**config.mk**
```make
export PLATFORM = sky130hd
export DESIGN_NAME = reset_timeout_cause
export DESIGN_NICKNAME = d
export VERILOG_FILES = /design/src/include/reset_seq_pkg.sv /design/src/verilog/reset_timeout_cause.sv
export VERILOG_INCLUDE_DIRS = /design/src /design/src/include
export SDC_FILE = /design/constraint.sdc
export NUM_CORES = 1
export LEC_CHECK = 0
export ABC_AREA = 1
export BUFFER_PORTS_ARGS = -buffer_cell sky130_fd_sc_hd__buf_2
export CORE_ASPECT_RATIO = 0.7
export CORE_MARGIN = 2
export CORE_UTILIZATION = 50
export DETAILED_ROUTE_END_ITERATION = 12
export GPL_ROUTABILITY_DRIVEN = 0
export PLACE_DENSITY_LB_ADDON = 0.1
export SETUP_SLACK_MARGIN = 0.4
export SYNTH_ARGS = -nofsm -noshare
export SYNTH_HDL_FRONTEND = slang
export SYNTH_SLANG_ARGS = --single-unit
```
**constraint.sdc**
```tcl
create_clock -name clock -period 3.2 [get_ports clock]
set_input_delay 0.16 -clock clock [delete_from_list [all_inputs] [get_ports clock]]
set_output_delay 0.16 -clock clock [all_outputs]
set_load 0.05 [all_outputs]
```
**src/include/reset_seq_consts.svh**
```systemverilog
// Offsets, field positions, reset values and timing figures of the sequencer.
`ifndef RESET_SEQ_CONSTS_SVH
`define RESET_SEQ_CONSTS_SVH

// Clock period of the sequencer clock (10 MHz).
`define CLK_PERIOD_NS    100
// Internal RC tick feeding the power-up timer.
`define RC_TICK_NS       32000
// Last count of the 11-bit power-up timer (2048 ticks).
`define POWER_UP_TIMER_TICKS_LAST  11'h7ff
// Oscillator periods counted by the start-up timer.
`define OST_PERIODS      1024
// Nominal PLL lock wait.
`define PLL_LOCK_NS      2000000
// Least program-memory bias start-up time.
`define BIAS_MIN_NS      5000
// Least brown-out dip length that resets the chip.
`define BOR_MIN_NS       1000

// Register byte offsets on the APB.
`define OFF_CAUSE        32'h0000_0000
`define OFF_STACK        32'h0000_0004
`define OFF_SEQ          32'h0000_0008

// Field positions in the reset cause register.
`define CAUSE_IRQ_PRIORITY_ENABLE       7
`define CAUSE_RI         4
`define CAUSE_TO         3
`define CAUSE_PD         2
`define CAUSE_POR        1
`define CAUSE_BOR        0
`define CAUSE_POR_VAL    8'h1c
`define CAUSE_WMASK      8'h9f

// Program counter targets.
`define PC_STEP          21'h00_0002
`define VEC_HIGH         21'h00_0008
`define VEC_LOW          21'h00_0018

`endif

```
**src/include/reset_seq_pkg.sv**
```systemverilog
// Types shared by the reset sequencer and its bench.
package reset_seq_pkg;

   // Sequencer states.
   typedef enum logic [2:0]
   {
      ST_POR  = 3'b000,
      ST_BOR  = 3'b001,
      ST_POWER_UP_TIMER = 3'b010,
      ST_OST  = 3'b011,
      ST_PLL  = 3'b100,
      ST_BIAS = 3'b101,
      ST_RST  = 3'b110,
      ST_RUN  = 3'b111
   } seq_t;

   // Oscillator configurations.
   typedef enum logic [2:0]
   {
      OSC_LP    = 3'b000,
      OSC_XT    = 3'b001,
      OSC_HS    = 3'b010,
      OSC_HIGH_SPEED_PLL_MODE = 3'b011,
      OSC_EC    = 3'b100,
      OSC_RC    = 3'b101,
      OSC_INT   = 3'b110
   } osc_mode_t;

   // Power mode of the core.
   typedef enum logic [1:0]
   {
      MODE_RUN   = 2'b00,
      MODE_IDLE  = 2'b01,
      MODE_SLEEP = 2'b10
   } cpu_mode_t;

   // Register selected by an APB address.
   typedef enum logic [1:0]
   {
      SEL_CAUSE = 2'b00,
      SEL_STACK = 2'b01,
      SEL_SEQ   = 2'b10,
      SEL_NONE  = 2'b11
   } sel_t;

   // Configuration bits.
   typedef struct packed
   {
      logic      brownoutEnableCfg;
      logic      powerUpTimerDisableCfg;
      logic      stackFaultResetCfg;
      osc_mode_t oscMode;
   } cfg_t;

   // Core events, one-cycle pulses on the sequencer clock.
   typedef struct packed
   {
      logic watchdogExpire;
      logic stackOverflow;
      logic stackUnderflow;
      logic resetInstr;
      logic irqWake;
      logic irqHigh;
      logic highGlobalIrqEnable;
      logic lowGlobalIrqEnable;
   } evt_t;

   // APB request from the master.
   typedef struct packed
   {
      logic        psel;
      logic        penable;
      logic        pwrite;
      logic [3:0]  pstrb;
      logic [31:0] paddr;
      logic [31:0] pwdata;
   } apb_req_t;

endpackage

```
**src/verilog/reset_timeout_cause.sv**
```systemverilog
// Reset time-out sequencer with reset-cause flags and an APB slave.
`timescale 1ns/10ps
`include "reset_seq_consts.svh"
module reset_timeout_cause
#(
   parameter int RC_TICK_CYC  = `RC_TICK_NS / `CLK_PERIOD_NS,
   parameter int PLL_LOCK_CYC = `PLL_LOCK_NS / `CLK_PERIOD_NS,
   parameter int BOR_MIN_CYC  = `BOR_MIN_NS / `CLK_PERIOD_NS
)
(
   // Clock and power-on reset.
   input  logic                    clock,
   input  logic                    nrst,
   // Asynchronous pins.
   input  logic                    supplyLow,
   input  logic                    masterClearPin_n,
   input  logic                    oscClkPin,
   // Configuration and core side.
   input  reset_seq_pkg::cfg_t      cfg,
   input  reset_seq_pkg::evt_t      evt,
   input  reset_seq_pkg::cpu_mode_t cpuMode,
   input  logic [20:0]             curPc,
   output logic                    coreReset,
   output logic                    cpuStall,
   output logic                    pcLoad,
   output logic [20:0]             pcValue,
   // APB slave.
   input  reset_seq_pkg::apb_req_t  apb,
   output logic [31:0]             prdata,
   output logic                    pready,
   output logic                    pslverr
);
   import reset_seq_pkg::*;

   localparam int BIAS_CYC =
      (`BIAS_MIN_NS + `CLK_PERIOD_NS - 1) / `CLK_PERIOD_NS;

   // Whole state of the block.
   typedef struct packed
   {
      seq_t        seq;
      logic        wakeSeq;
      logic [15:0] cnt;
      logic [15:0] rcDiv;
      logic [10:0] pwrtCnt;
      logic [15:0] borCnt;
      logic        supS1;
      logic        supS2;
      logic        mclrS1;
      logic        mclrS2;
      logic        mclrPrev;
      logic        oscS1;
      logic        oscS2;
      logic        oscS3;
      logic [7:0]  cause;
      logic        stack_overflow_flag;
      logic        stack_underflow_flag;
      logic [31:0] prdata;
      logic [20:0] pcValue;
      logic        pcLoad;
      logic        coreRst;
      logic        stall;
   } state_t;

   localparam state_t RESET_STATE = '{
      seq:      ST_POR,
      cause:    `CAUSE_POR_VAL,
      mclrS1:   1'b1,
      mclrS2:   1'b1,
      mclrPrev: 1'b1,
      coreRst:  1'b1,
      default:  '0
   };

   state_t q;
   state_t d;
   logic   borHit;
   logic   rcTick;
   logic   oscEdge;
   logic   inRun;
   logic   asleep;
   logic   wrEn;
   logic   evMclr;
   logic   evStkRst;
   logic   evStkErr;
   logic   evWdtRun;
   logic   evRstInstr;
   logic   evWdtWake;
   logic   evIrqWake;

   // Maps an APB byte address onto a register.
   function automatic sel_t reg_sel(input logic [31:0] a);
      sel_t s;
      s = SEL_NONE;
      if (a == `OFF_CAUSE)
      begin
         s = SEL_CAUSE;
      end
      else if (a == `OFF_STACK)
      begin
         s = SEL_STACK;
      end
      else if (a == `OFF_SEQ)
      begin
         s = SEL_SEQ;
      end
      return s;
   endfunction

   // Picks the wait that follows the power-up delay or starts a wake.
   function automatic seq_t next_timer(input osc_mode_t m,
                                       input logic pwrtRan);
      seq_t s;
      if (m == OSC_LP || m == OSC_XT || m == OSC_HS || m == OSC_HIGH_SPEED_PLL_MODE)
      begin
         s = ST_OST;
      end
      else if (pwrtRan)
      begin
         s = ST_RUN;
      end
      else
      begin
         s = ST_BIAS;
      end
      return s;
   endfunction

   // Zero-wait slave; only unmapped addresses raise an error.
   assign pready    = 1'b1;
   assign pslverr   = apb.psel && apb.penable &&
                      (reg_sel(apb.paddr) == SEL_NONE);
   assign prdata    = q.prdata;
   assign coreReset = q.coreRst;
   assign cpuStall  = q.stall;
   assign pcLoad    = q.pcLoad;
   assign pcValue   = q.pcValue;

   // Next-state logic of the whole block.
   always_comb
   begin
      d          = q;
      d.pcLoad   = 1'b0;
      evMclr     = 1'b0;
      evStkRst   = 1'b0;
      evStkErr   = 1'b0;
      evWdtRun   = 1'b0;
      evRstInstr = 1'b0;
      evWdtWake  = 1'b0;
      evIrqWake  = 1'b0;

      // Pins cross into the clock domain through two flops each.
      d.supS1  = supplyLow;
      d.supS2  = q.supS1;
      d.mclrS1 = masterClearPin_n;
      d.mclrS2 = q.mclrS1;
      d.mclrPrev = q.mclrS2;
      d.oscS1  = oscClkPin;
      d.oscS2  = q.oscS1;
      d.oscS3  = q.oscS2;
      oscEdge  = q.oscS2 & ~q.oscS3;

      // A dip must outlast the least time; shorter ones are ignored.
      if (cfg.brownoutEnableCfg && q.supS2)
      begin
         if (q.borCnt != 16'(BOR_MIN_CYC))
         begin
            d.borCnt = q.borCnt + 16'h0001;
         end
      end
      else
      begin
         d.borCnt = 16'h0000;
      end
      borHit = cfg.brownoutEnableCfg && q.supS2 &&
               (q.borCnt == 16'(BOR_MIN_CYC));

      // The RC tick divider only runs while the power-up delay runs.
      rcTick = (q.rcDiv == 16'(RC_TICK_CYC - 1));

      // Software writes first, so hardware events below win.
      wrEn = apb.psel && apb.penable && apb.pwrite && apb.pstrb[0];
      if (wrEn && reg_sel(apb.paddr) == SEL_CAUSE)
      begin
         d.cause = apb.pwdata[7:0] & `CAUSE_WMASK;
      end
      if (wrEn && reg_sel(apb.paddr) == SEL_STACK)
      begin
         d.stack_overflow_flag = apb.pwdata[0];
         d.stack_underflow_flag = apb.pwdata[1];
      end

      // Read data is captured in the setup phase for the access phase.
      if (apb.psel && !apb.penable)
      begin
         case (reg_sel(apb.paddr))
            SEL_CAUSE: d.prdata = {24'h000000, q.cause};
            SEL_STACK: d.prdata = {30'h00000000, q.stack_underflow_flag, q.stack_overflow_flag};
            SEL_SEQ:   d.prdata = {27'h0000000, q.coreRst, q.wakeSeq,
                                   q.seq};
            default:   d.prdata = 32'h00000000;
         endcase
      end

      // Time-out chain; it runs whatever the clear pin does.
      case (q.seq)
         ST_POR:
         begin
            if (!cfg.powerUpTimerDisableCfg)
            begin
               d.seq = ST_POWER_UP_TIMER;
            end
            else
            begin
               d.seq = next_timer(cfg.oscMode, 1'b0);
            end
         end
         ST_BOR:
         begin
            if (!q.supS2)
            begin
               d.seq = !cfg.powerUpTimerDisableCfg ? ST_POWER_UP_TIMER :
                       next_timer(cfg.oscMode, 1'b0);
            end
         end
         ST_POWER_UP_TIMER:
         begin
            d.rcDiv = rcTick ? 16'h0000 : q.rcDiv + 16'h0001;
            if (rcTick)
            begin
               d.pwrtCnt = q.pwrtCnt + 11'h001;
               if (q.pwrtCnt == `POWER_UP_TIMER_TICKS_LAST)
               begin
                  d.seq = next_timer(cfg.oscMode, 1'b1);
               end
            end
         end
         ST_OST:
         begin
            if (oscEdge)
            begin
               d.cnt = q.cnt + 16'h0001;
               if (q.cnt == 16'(`OST_PERIODS - 1))
               begin
                  d.seq = (cfg.oscMode == OSC_HIGH_SPEED_PLL_MODE) ? ST_PLL : ST_RUN;
               end
            end
         end
         ST_PLL:
         begin
            d.cnt = q.cnt + 16'h0001;
            if (q.cnt == 16'(PLL_LOCK_CYC - 1))
            begin
               d.seq = ST_RUN;
            end
         end
         ST_BIAS:
         begin
            d.cnt = q.cnt + 16'h0001;
            if (q.cnt == 16'(BIAS_CYC - 1))
            begin
               d.seq = ST_RUN;
            end
         end
         ST_RST:
         begin
            d.seq = ST_RUN;
         end
         ST_RUN:
         begin
            d.seq = ST_RUN;
         end
         default:
         begin
            d.seq = ST_POR;
         end
      endcase

      // Event arbitration: brown-out first, then the clear pin.
      inRun  = (q.seq == ST_RUN) && !q.wakeSeq;
      asleep = inRun && (cpuMode != MODE_RUN);
      if (!(borHit && q.seq != ST_BOR))
      begin
         if (q.mclrPrev && !q.mclrS2 && q.seq == ST_RUN)
         begin
            evMclr = 1'b1;
         end
         else if (inRun)
         begin
            if ((evt.stackOverflow || evt.stackUnderflow) &&
                cfg.stackFaultResetCfg)
            begin
               evStkRst = 1'b1;
            end
            else if (evt.watchdogExpire && !asleep)
            begin
               evWdtRun = 1'b1;
            end
            else if (evt.resetInstr && !asleep)
            begin
               evRstInstr = 1'b1;
            end
            else if (evt.watchdogExpire && asleep)
            begin
               evWdtWake = 1'b1;
            end
            else if (evt.irqWake && asleep)
            begin
               evIrqWake = 1'b1;
            end
         end
      end
      evStkErr = inRun && evt.stackUnderflow && !cfg.stackFaultResetCfg;

      // Stack flags are set by any fault while executing.
      if (inRun && evt.stackOverflow)
      begin
         d.stack_overflow_flag = 1'b1;
      end
      if (inRun && evt.stackUnderflow)
      begin
         d.stack_underflow_flag = 1'b1;
      end

      // Cause flags and program counter for each event.
      if (borHit && q.seq != ST_BOR)
      begin
         d.seq                = ST_BOR;
         d.wakeSeq            = 1'b0;
         d.pcValue            = 21'h000000;
         d.cause[`CAUSE_RI]   = 1'b1;
         d.cause[`CAUSE_TO]   = 1'b1;
         d.cause[`CAUSE_PD]   = 1'b1;
         d.cause[`CAUSE_BOR]  = 1'b0;
      end
      else if (evMclr)
      begin
         d.pcValue          = 21'h000000;
         d.cause[`CAUSE_TO] = 1'b1;
         if (cpuMode != MODE_RUN)
         begin
            d.cause[`CAUSE_PD] = 1'b0;
         end
      end
      else if (evStkRst || evRstInstr)
      begin
         d.seq     = ST_RST;
         d.pcValue = 21'h000000;
         if (evRstInstr)
         begin
            d.cause[`CAUSE_RI] = 1'b0;
         end
      end
      else if (evWdtRun)
      begin
         d.seq              = ST_RST;
         d.pcValue          = 21'h000000;
         d.cause[`CAUSE_TO] = 1'b0;
      end
      else if (evWdtWake || evIrqWake)
      begin
         d.seq              = next_timer(cfg.oscMode, 1'b0);
         d.wakeSeq          = 1'b1;
         d.cause[`CAUSE_PD] = 1'b0;
         d.pcValue          = curPc + `PC_STEP;
         if (evWdtWake)
         begin
            d.cause[`CAUSE_TO] = 1'b0;
         end
         else if (evt.irqHigh && evt.highGlobalIrqEnable)
         begin
            d.pcValue = `VEC_HIGH;
         end
         else if (evt.lowGlobalIrqEnable)
         begin
            d.pcValue = `VEC_LOW;
         end
      end

      // Every wait starts from zero, so a re-entered delay runs in full.
      if (d.seq != q.seq)
      begin
         d.cnt     = 16'h0000;
         d.rcDiv   = 16'h0000;
         d.pwrtCnt = 11'h000;
      end
      if (d.seq == ST_RUN)
      begin
         d.wakeSeq = 1'b0;
      end

      // Reset holds through every wait except those of a wake; a late pin release runs at once.
      d.coreRst = ((d.seq != ST_RUN) && !d.wakeSeq) ||
                  !q.mclrS2;
      d.stall   = d.wakeSeq;
      d.pcLoad  = (q.coreRst && !d.coreRst) ||
                  (q.wakeSeq && !d.wakeSeq);
   end

   // State register; power-on reset loads the cause reset value.
   always_ff @(posedge clock or negedge nrst)
   begin
      if (!nrst)
      begin
         q <= RESET_STATE;
      end
      else
      begin
         q <= d;
      end
   end
endmodule // reset_timeout_cause
```
==> flow_summary.toml, run 1 <==
[cts]
cts_tree = "built"
cts.sinks = 108
clkTransAtPathRegs_ps = 70
cts_root_buf = "clkbuf_16"
htreeDepth = 3
numCtsBuffers = 9
clk_path_buf_depth = 2
insertion_delay_ps = 350

[finish]
final_util = 0.571
drive_gt1_frac = 0.181
syn_to_final_growth_pct = 11.1
nNetsFinal = 1122
fillers = 1301

[global_routing]
grt_pass1_wl_um = 26300
grt_pass1_vias = 5544
track_usage = 0.224
grt_overflow = 0
grt_max_degree = 63
antenna_found_initial = 2

[place]
dpl_worst_slack_ps = 543
post-dp-hpwl_um = 11500
port_buffers = 114

[timing]
relSlewSlack = 0.455
tightest_slew_ps = 818
setup_ws_ps = 683
fin_skew_ps = 11.6
fin_hold_ws_ps = 31.2
clock.fmax_ghz = 0.397
setup_tns_ps = 0
fin_crit_sh = 0.786
finalSetupViolations = 0
rsz0062_at_grt = "no"
hold_violations = 0
drv_slew = 0
period_needed_ps = 2520

[yosys]
synth-seq-cells = 108
ys_top_cells_by_count = "nand2_1 (201), nor2_1 (127), inv_1 (107)"
synth.largest_area_cell = "dfrtp_1"
syn_area_per_cell_sq_um = 7.44
postSynthCellCount = 914
synth_edf_count = 0
ys_types = 46
synth-async-reset-ratio = 1.00
ys_seq_area_frac = 0.399
yosys.area.top_type_share = 0.372
yosysMostFrequentCell = "nand2_1"
yosys_warnings = 0
ys.flop_type = "dfrtp_1"
synth_area_sq_um = 6800
netlist_top_cells_area = "dfrtp_1 (37%), nand2_1 (11%), nor2_1 (7.0%)"

[critical_path]
end_kind = "flop"
crit_fanout = 24
timing.rr.start = "q[74]"
worstPathArrival_ps = 2770
crit_type = "flop to flop"
rrSetupSlack_ps = 680
cp-start-kind = "flop"
crit_start = "q[74]"
required_ps = 3450

[route]
drc_errors = 0
wire_per_inst_um = 12.7
first_pass_iters = 5
avgViaCountPerCell = 4.96
drt_iter0_drc = 341
antenna_left = 0
vias = 5923
drt_wl_total_um = 15100

[floorplan]
fp.dieW_um = 143
core-area_sq_um = 13200
ios = 171
dieArea_sq_um = 14600
rows = 35
start_util = 0.514
die_y_um = 102

[power]
peakVddDrop_mv = 0.425
power.density_nw_per_um2 = 608
power_mw = 4.59
power_leakage_nw = 3.88

[status]
status = "finished, final reports clean"

[min_path]
min_from = "curPc[0]"
hold_path_class = "input port to flop"

[flow_run]
cap_violations = 0
==> report_power, final <==
part	leakage [nW]	switching (mW)	internal, mW
clock network	0.139	0.537	0.543
registers	1.44	0.142	1.53
logic	2.30	1.40	0.450
==> per-stage QoR <==
stage               instances  instance area (sq um)
floorplan                 939                   6890
global placement         1172                   7220
detailed placement       1172                   7220
CTS                      1192                   7540
global route             1193                   7550
finish                   1193                   7550
==> routing by layer <==
| metal | GRT usage | share of wire | up-vias |
|---|---|---|---|
| met5 | 0 | 0 | - |
| met4 | 0.0505 | 0.010 | 0 |
| met3 | 0.0463 | 0.053 | 11 |
| met2 | 0.321 | 0.41 | 137 |
| met1 | 0.347 | 0.53 | 2698 |
| li1 | - | - | 3077 |
==> layout make-up <==
| class | count | area (sq um) | share of cell area |
|---|---|---|---|
| diodes | 1 | 2.50 | 0.000331 |
| clock inverters | 7 | 58.8 | 0.00779 |
| repair buffers | 124 | 674 | 0.0893 |
| flip-flops and latches | 108 | 2710 | 0.359 |
| well taps | 185 | 231 | 0.0306 |
| multi-input cells | 647 | 3230 | 0.427 |
| inverters | 112 | 422 | 0.0558 |
| clock buffers | 9 | 225 | 0.0298 |
==> registers in the layout (all words and copies together) (netlist names) <==
register / count
coreReset: 1
cpuStall: 1
d: 5
pcLoad: 1
pcValue: 21
prdata: 6
q: 73
==> final timing paths <==
kind	cells past startpoint	to
min reg2reg	0	q[72]
max reg2reg	14	q[129]
min in group asynchronous	2	q[117]
max in group asynchronous	3	d[70]
max	14	q[129]
min	2	pcValue[0]
==> cell families after synthesis <==
kind of cell,share of synthesized area
and+or+nand+nor,0.341
AOI/OAI and AO/OA,0.0690
buffers and inverters,0.141
other,0.00110
xor gates and xnor gates,0.0361
adders and majority gates,0.0129
DFF,0.399
==> critical path, stage by stage (launching register included) <==
cell     delay, ps
dfrtp_1        380
inv_1          100
ha_1           190
nand3_1         90
nor2_2         180
nand4_4        170
nand2_1        150
nand3_2        110
nor2_1         130
nand2_1        100
nand2_2         90
nand2_1         90
a21oi_4        200
nand2_4        200
nor3_1         220
==> repair_timing <==
action	4_1_cts	5_1_grt
gates resized for setup	0	3
buffers inserted	0	0
endpoints found under the setup margin	0	28
hold buffers	4	0
hold endpoints to repair	64	0
==> layout by cell type, fill, tap and decap left out, types with 4 or more instances in the layout <==
| master | instances |
|---|---|
| nand2_1 | 201 |
| nor2_1 | 127 |
| buf_2 | 113 |
| inv_1 | 107 |
| dfrtp_1 | 100 |
| nand4_1 | 58 |
| nand3_1 | 49 |
| o21ai_0 | 36 |
| nor3_1 | 27 |
| conb_1 | 27 |
| xor2_1 | 22 |
| a21oi_1 | 19 |
| nor2_2 | 9 |
| nor4_1 | 9 |
| clkbuf_16 | 9 |
| or2_2 | 7 |
| ha_1 | 7 |
| dfstp_2 | 7 |
| xnor2_1 | 6 |
| a22o_1 | 5 |
| buf_4 | 5 |
| nand2_2 | 4 |
| nor3_2 | 4 |
| dlygate4sd3_1 | 4 |
Note: power is estimated with default switching activity, not from simulation.
==> run 2: changes to the inputs <==
--- a/config.mk
+++ b/config.mk
@@ -10,7 +10,7 @@
 export BUFFER_PORTS_ARGS = -buffer_cell sky130_fd_sc_hd__buf_2
 export CORE_ASPECT_RATIO = 0.7
 export CORE_MARGIN = 2
-export CORE_UTILIZATION = 50
+export CORE_UTILIZATION = 49
 export DETAILED_ROUTE_END_ITERATION = 12
 export GPL_ROUTABILITY_DRIVEN = 0
 export PLACE_DENSITY_LB_ADDON = 0.1
==> constraint.sdc (replaced) <==
create_clock -name clock -period 2.3 [get_ports clock]
set_input_delay 0.115 -clock clock [delete_from_list [all_inputs] [get_ports clock]]
set_output_delay 0.115 -clock clock [all_outputs]
set_load 0.05 [all_outputs]
==> flow_summary.toml, run 2 (synthesis results as in run 1) <==
[status]
status = "finished with violations"
failed_checks = "setup timing"

[route]
wire_per_inst_um = 13.5
drt_wl_total_um = 16900
vias = 6219
first_pass_iters = 5
drc_errors = 0
drt_iter0_drc = 317
avgViaCountPerCell = 4.94
antenna_left = 0

[critical_path]
timing.rr.start = "q[102]"
cpMostUsedCell = "nand2_2"
cpPeakStageDelay_ps = 410
r2r_end = "q[130]"
crit_start = "q[102]"
cp-start-kind = "flop"
crit_chain = "ha_4 -> nand3_2 -> nor2_2 -> nand2_2 -> nor2_4 -> nand3_1 -> nand4_1 -> nand2_2 -> nand2_2 -> nand2_2 -> a21oi_4 -> buf_12 -> nand2_8 -> clkbuf_16 -> nor3_2"
required_ps = 2570
rr_worst_depth = 15
rrSetupSlack_ps = -50
endpoint = "q[130]"
worstPathArrival_ps = 2620
slowest_stage = "dfrtp_1"
crit_type = "flop to flop"
crit_fanout = 6
end_kind = "flop"

[timing]
tightest_slew_ps = 505
hold_violations = 0
drv_slew = 0
rsz0062_at_grt = "yes"
relSlewSlack = 0.663
setup_ws_ps = -53.9
finalSetupViolations = 15
fin_skew_ps = 12.0
fin_crit_sh = 1.02
period_needed_ps = 2350
fin_hold_ws_ps = 7.99
clock.fmax_ghz = 0.425

[floorplan]
ios = 171
core-area_sq_um = 13400
fp.dieW_um = 145
start_util = 0.509
rows = 35
dieArea_sq_um = 14800
die_y_um = 103

[min_path]
hold_path_class = "input port to flop"

[global_routing]
grt.met1_usage = 0.358
grt_pass1_vias = 5762
grt_overflow = 0
grt_use_met2 = 0.340
use_met3 = 0.0464
antenna_found_initial = 0
grt_pass1_wl_um = 27600
grt_max_degree = 39
top_usage_layer = "met1"
track_usage = 0.232

[cts]
cts_tree = "built"
cts_root_buf = "clkbuf_16"
clkTransAtPathRegs_ps = 80
insertion_delay_ps = 350
htreeDepth = 3
cts.sinks = 108
numCtsBuffers = 9
clk_path_buf_depth = 2

[power]
switchingPower_mw = 3.37
seq_power_share = 0.295
p_clk_frac = 0.206
power.density_nw_per_um2 = 903
p_int_mw = 4.42
power_leakage_nw = 4.29
switching_share = 0.432
comb_power_share = 0.498
peakVddDrop_mv = 0.742

[finish]
final_cell_mix = "nand2_1 (192), buf_2 (113), nor2_1 (101)"
n_antenna_cell = 0
largest_register_ffs = 73
fillers = 1140
fin_area_sq_um = 8620
regMostFlops = "q"
drive_gt1_frac = 0.289
final_common_cell = "nand2_1"
nNetsFinal = 1189
syn_to_final_growth_pct = 26.9
final_cell_count_no_fill = 1259

[place]
port_buffers = 114
dpl_worst_slack_ps = -6.66
post-dp-hpwl_um = 12100
numPlacedInstances = 1208
dpl_cell_area_sq_um = 7610

[flow_run]
cap_violations = 0
==> run 2: cell types whose count changed in the layout (fill, tap and decap cells not counted), sizes merged <==
cell	before	now
buf	120	177
clkbuf	9	14
dlygate4sd3	4	9
inv	113	111
bufinv	0	1
clkinv	5	6
diode	1	0
==> run 2: metal layers <==
layer	part of all wire	up-vias	wire length, um
met3	0.050	14	844
met4	0.011	0	190
met2	0.42	154	7170
met1	0.52	2841	8730
met5	0	-	0
li1	-	3210	-
==> run 2: layout make-up <==
type / instances / area [sq um] / share of cell area
sequential: 108 / 2720 / 0.315
inverter: 112 / 424 / 0.0492
multi-input combinational: 647 / 3570 / 0.414
clock buffer: 9 / 225 / 0.0261
clock inverter: 7 / 83.8 / 0.00972
tap: 185 / 231 / 0.0268
timing repair buffer: 191 / 1370 / 0.159
==> run 2: critical path: cells and delay by family (launching register included) <==
kind,cells,cell delay [ps]
buffers and inverters,2,330
adders and majority gates,1,160
DFF,1,410
AOI/OAI and AO/OA,1,170
and+or+nand+nor,11,1220
==> run 2: power groups by stage <==
| stage | sequential (mW) | clock (mW) | combinational, mW |
|---|---|---|---|
| after floorplan | 2.31 | 0 | 2.37 |
| after global placement | 2.33 | 0 | 2.85 |
| after detailed placement | 2.33 | 0 | 2.87 |
| after CTS | 2.30 | 1.64 | 2.98 |
| after global routing | 2.33 | 1.73 | 4.16 |
| final | 2.30 | 1.61 | 3.88 |
==> run 2: how the worst min path moves through the flow <==
stage | depth (start not counted) | start | slack, ps | endpoint
final | 3 | evt[5] | 8 | q[56]
after global routing | 3 | evt[5] | 20 | q[56]
after CTS | 3 | evt[5] | 1 | q[56]
after detailed placement | 1 | nrst | 120 | q[118]
after global placement | 1 | nrst | 110 | prdata[3]
after floorplan | 0 | nrst | -180 | cpuStall
==> run 2: through the flow <==
step | power (mW) | util | TNS, ps
after floorplan | 4.69 | - | 0
after global placement | 5.19 | 0.570 | 0
after detailed placement | 5.20 | 0.570 | -6.66
after CTS | 6.92 | 0.611 | 0
after global routing | 8.22 | 0.646 | -4920
final | 7.79 | 0.646 | -253
==> run 2: timing repair <==
action	CTS	global route
endpoints found under the setup margin	68	72
setup buffers	12	6
hold buffers	9	0
cloned	1	7
pin swaps	9	18
endpoints found under the hold margin	43	0
resized for setup	22	65
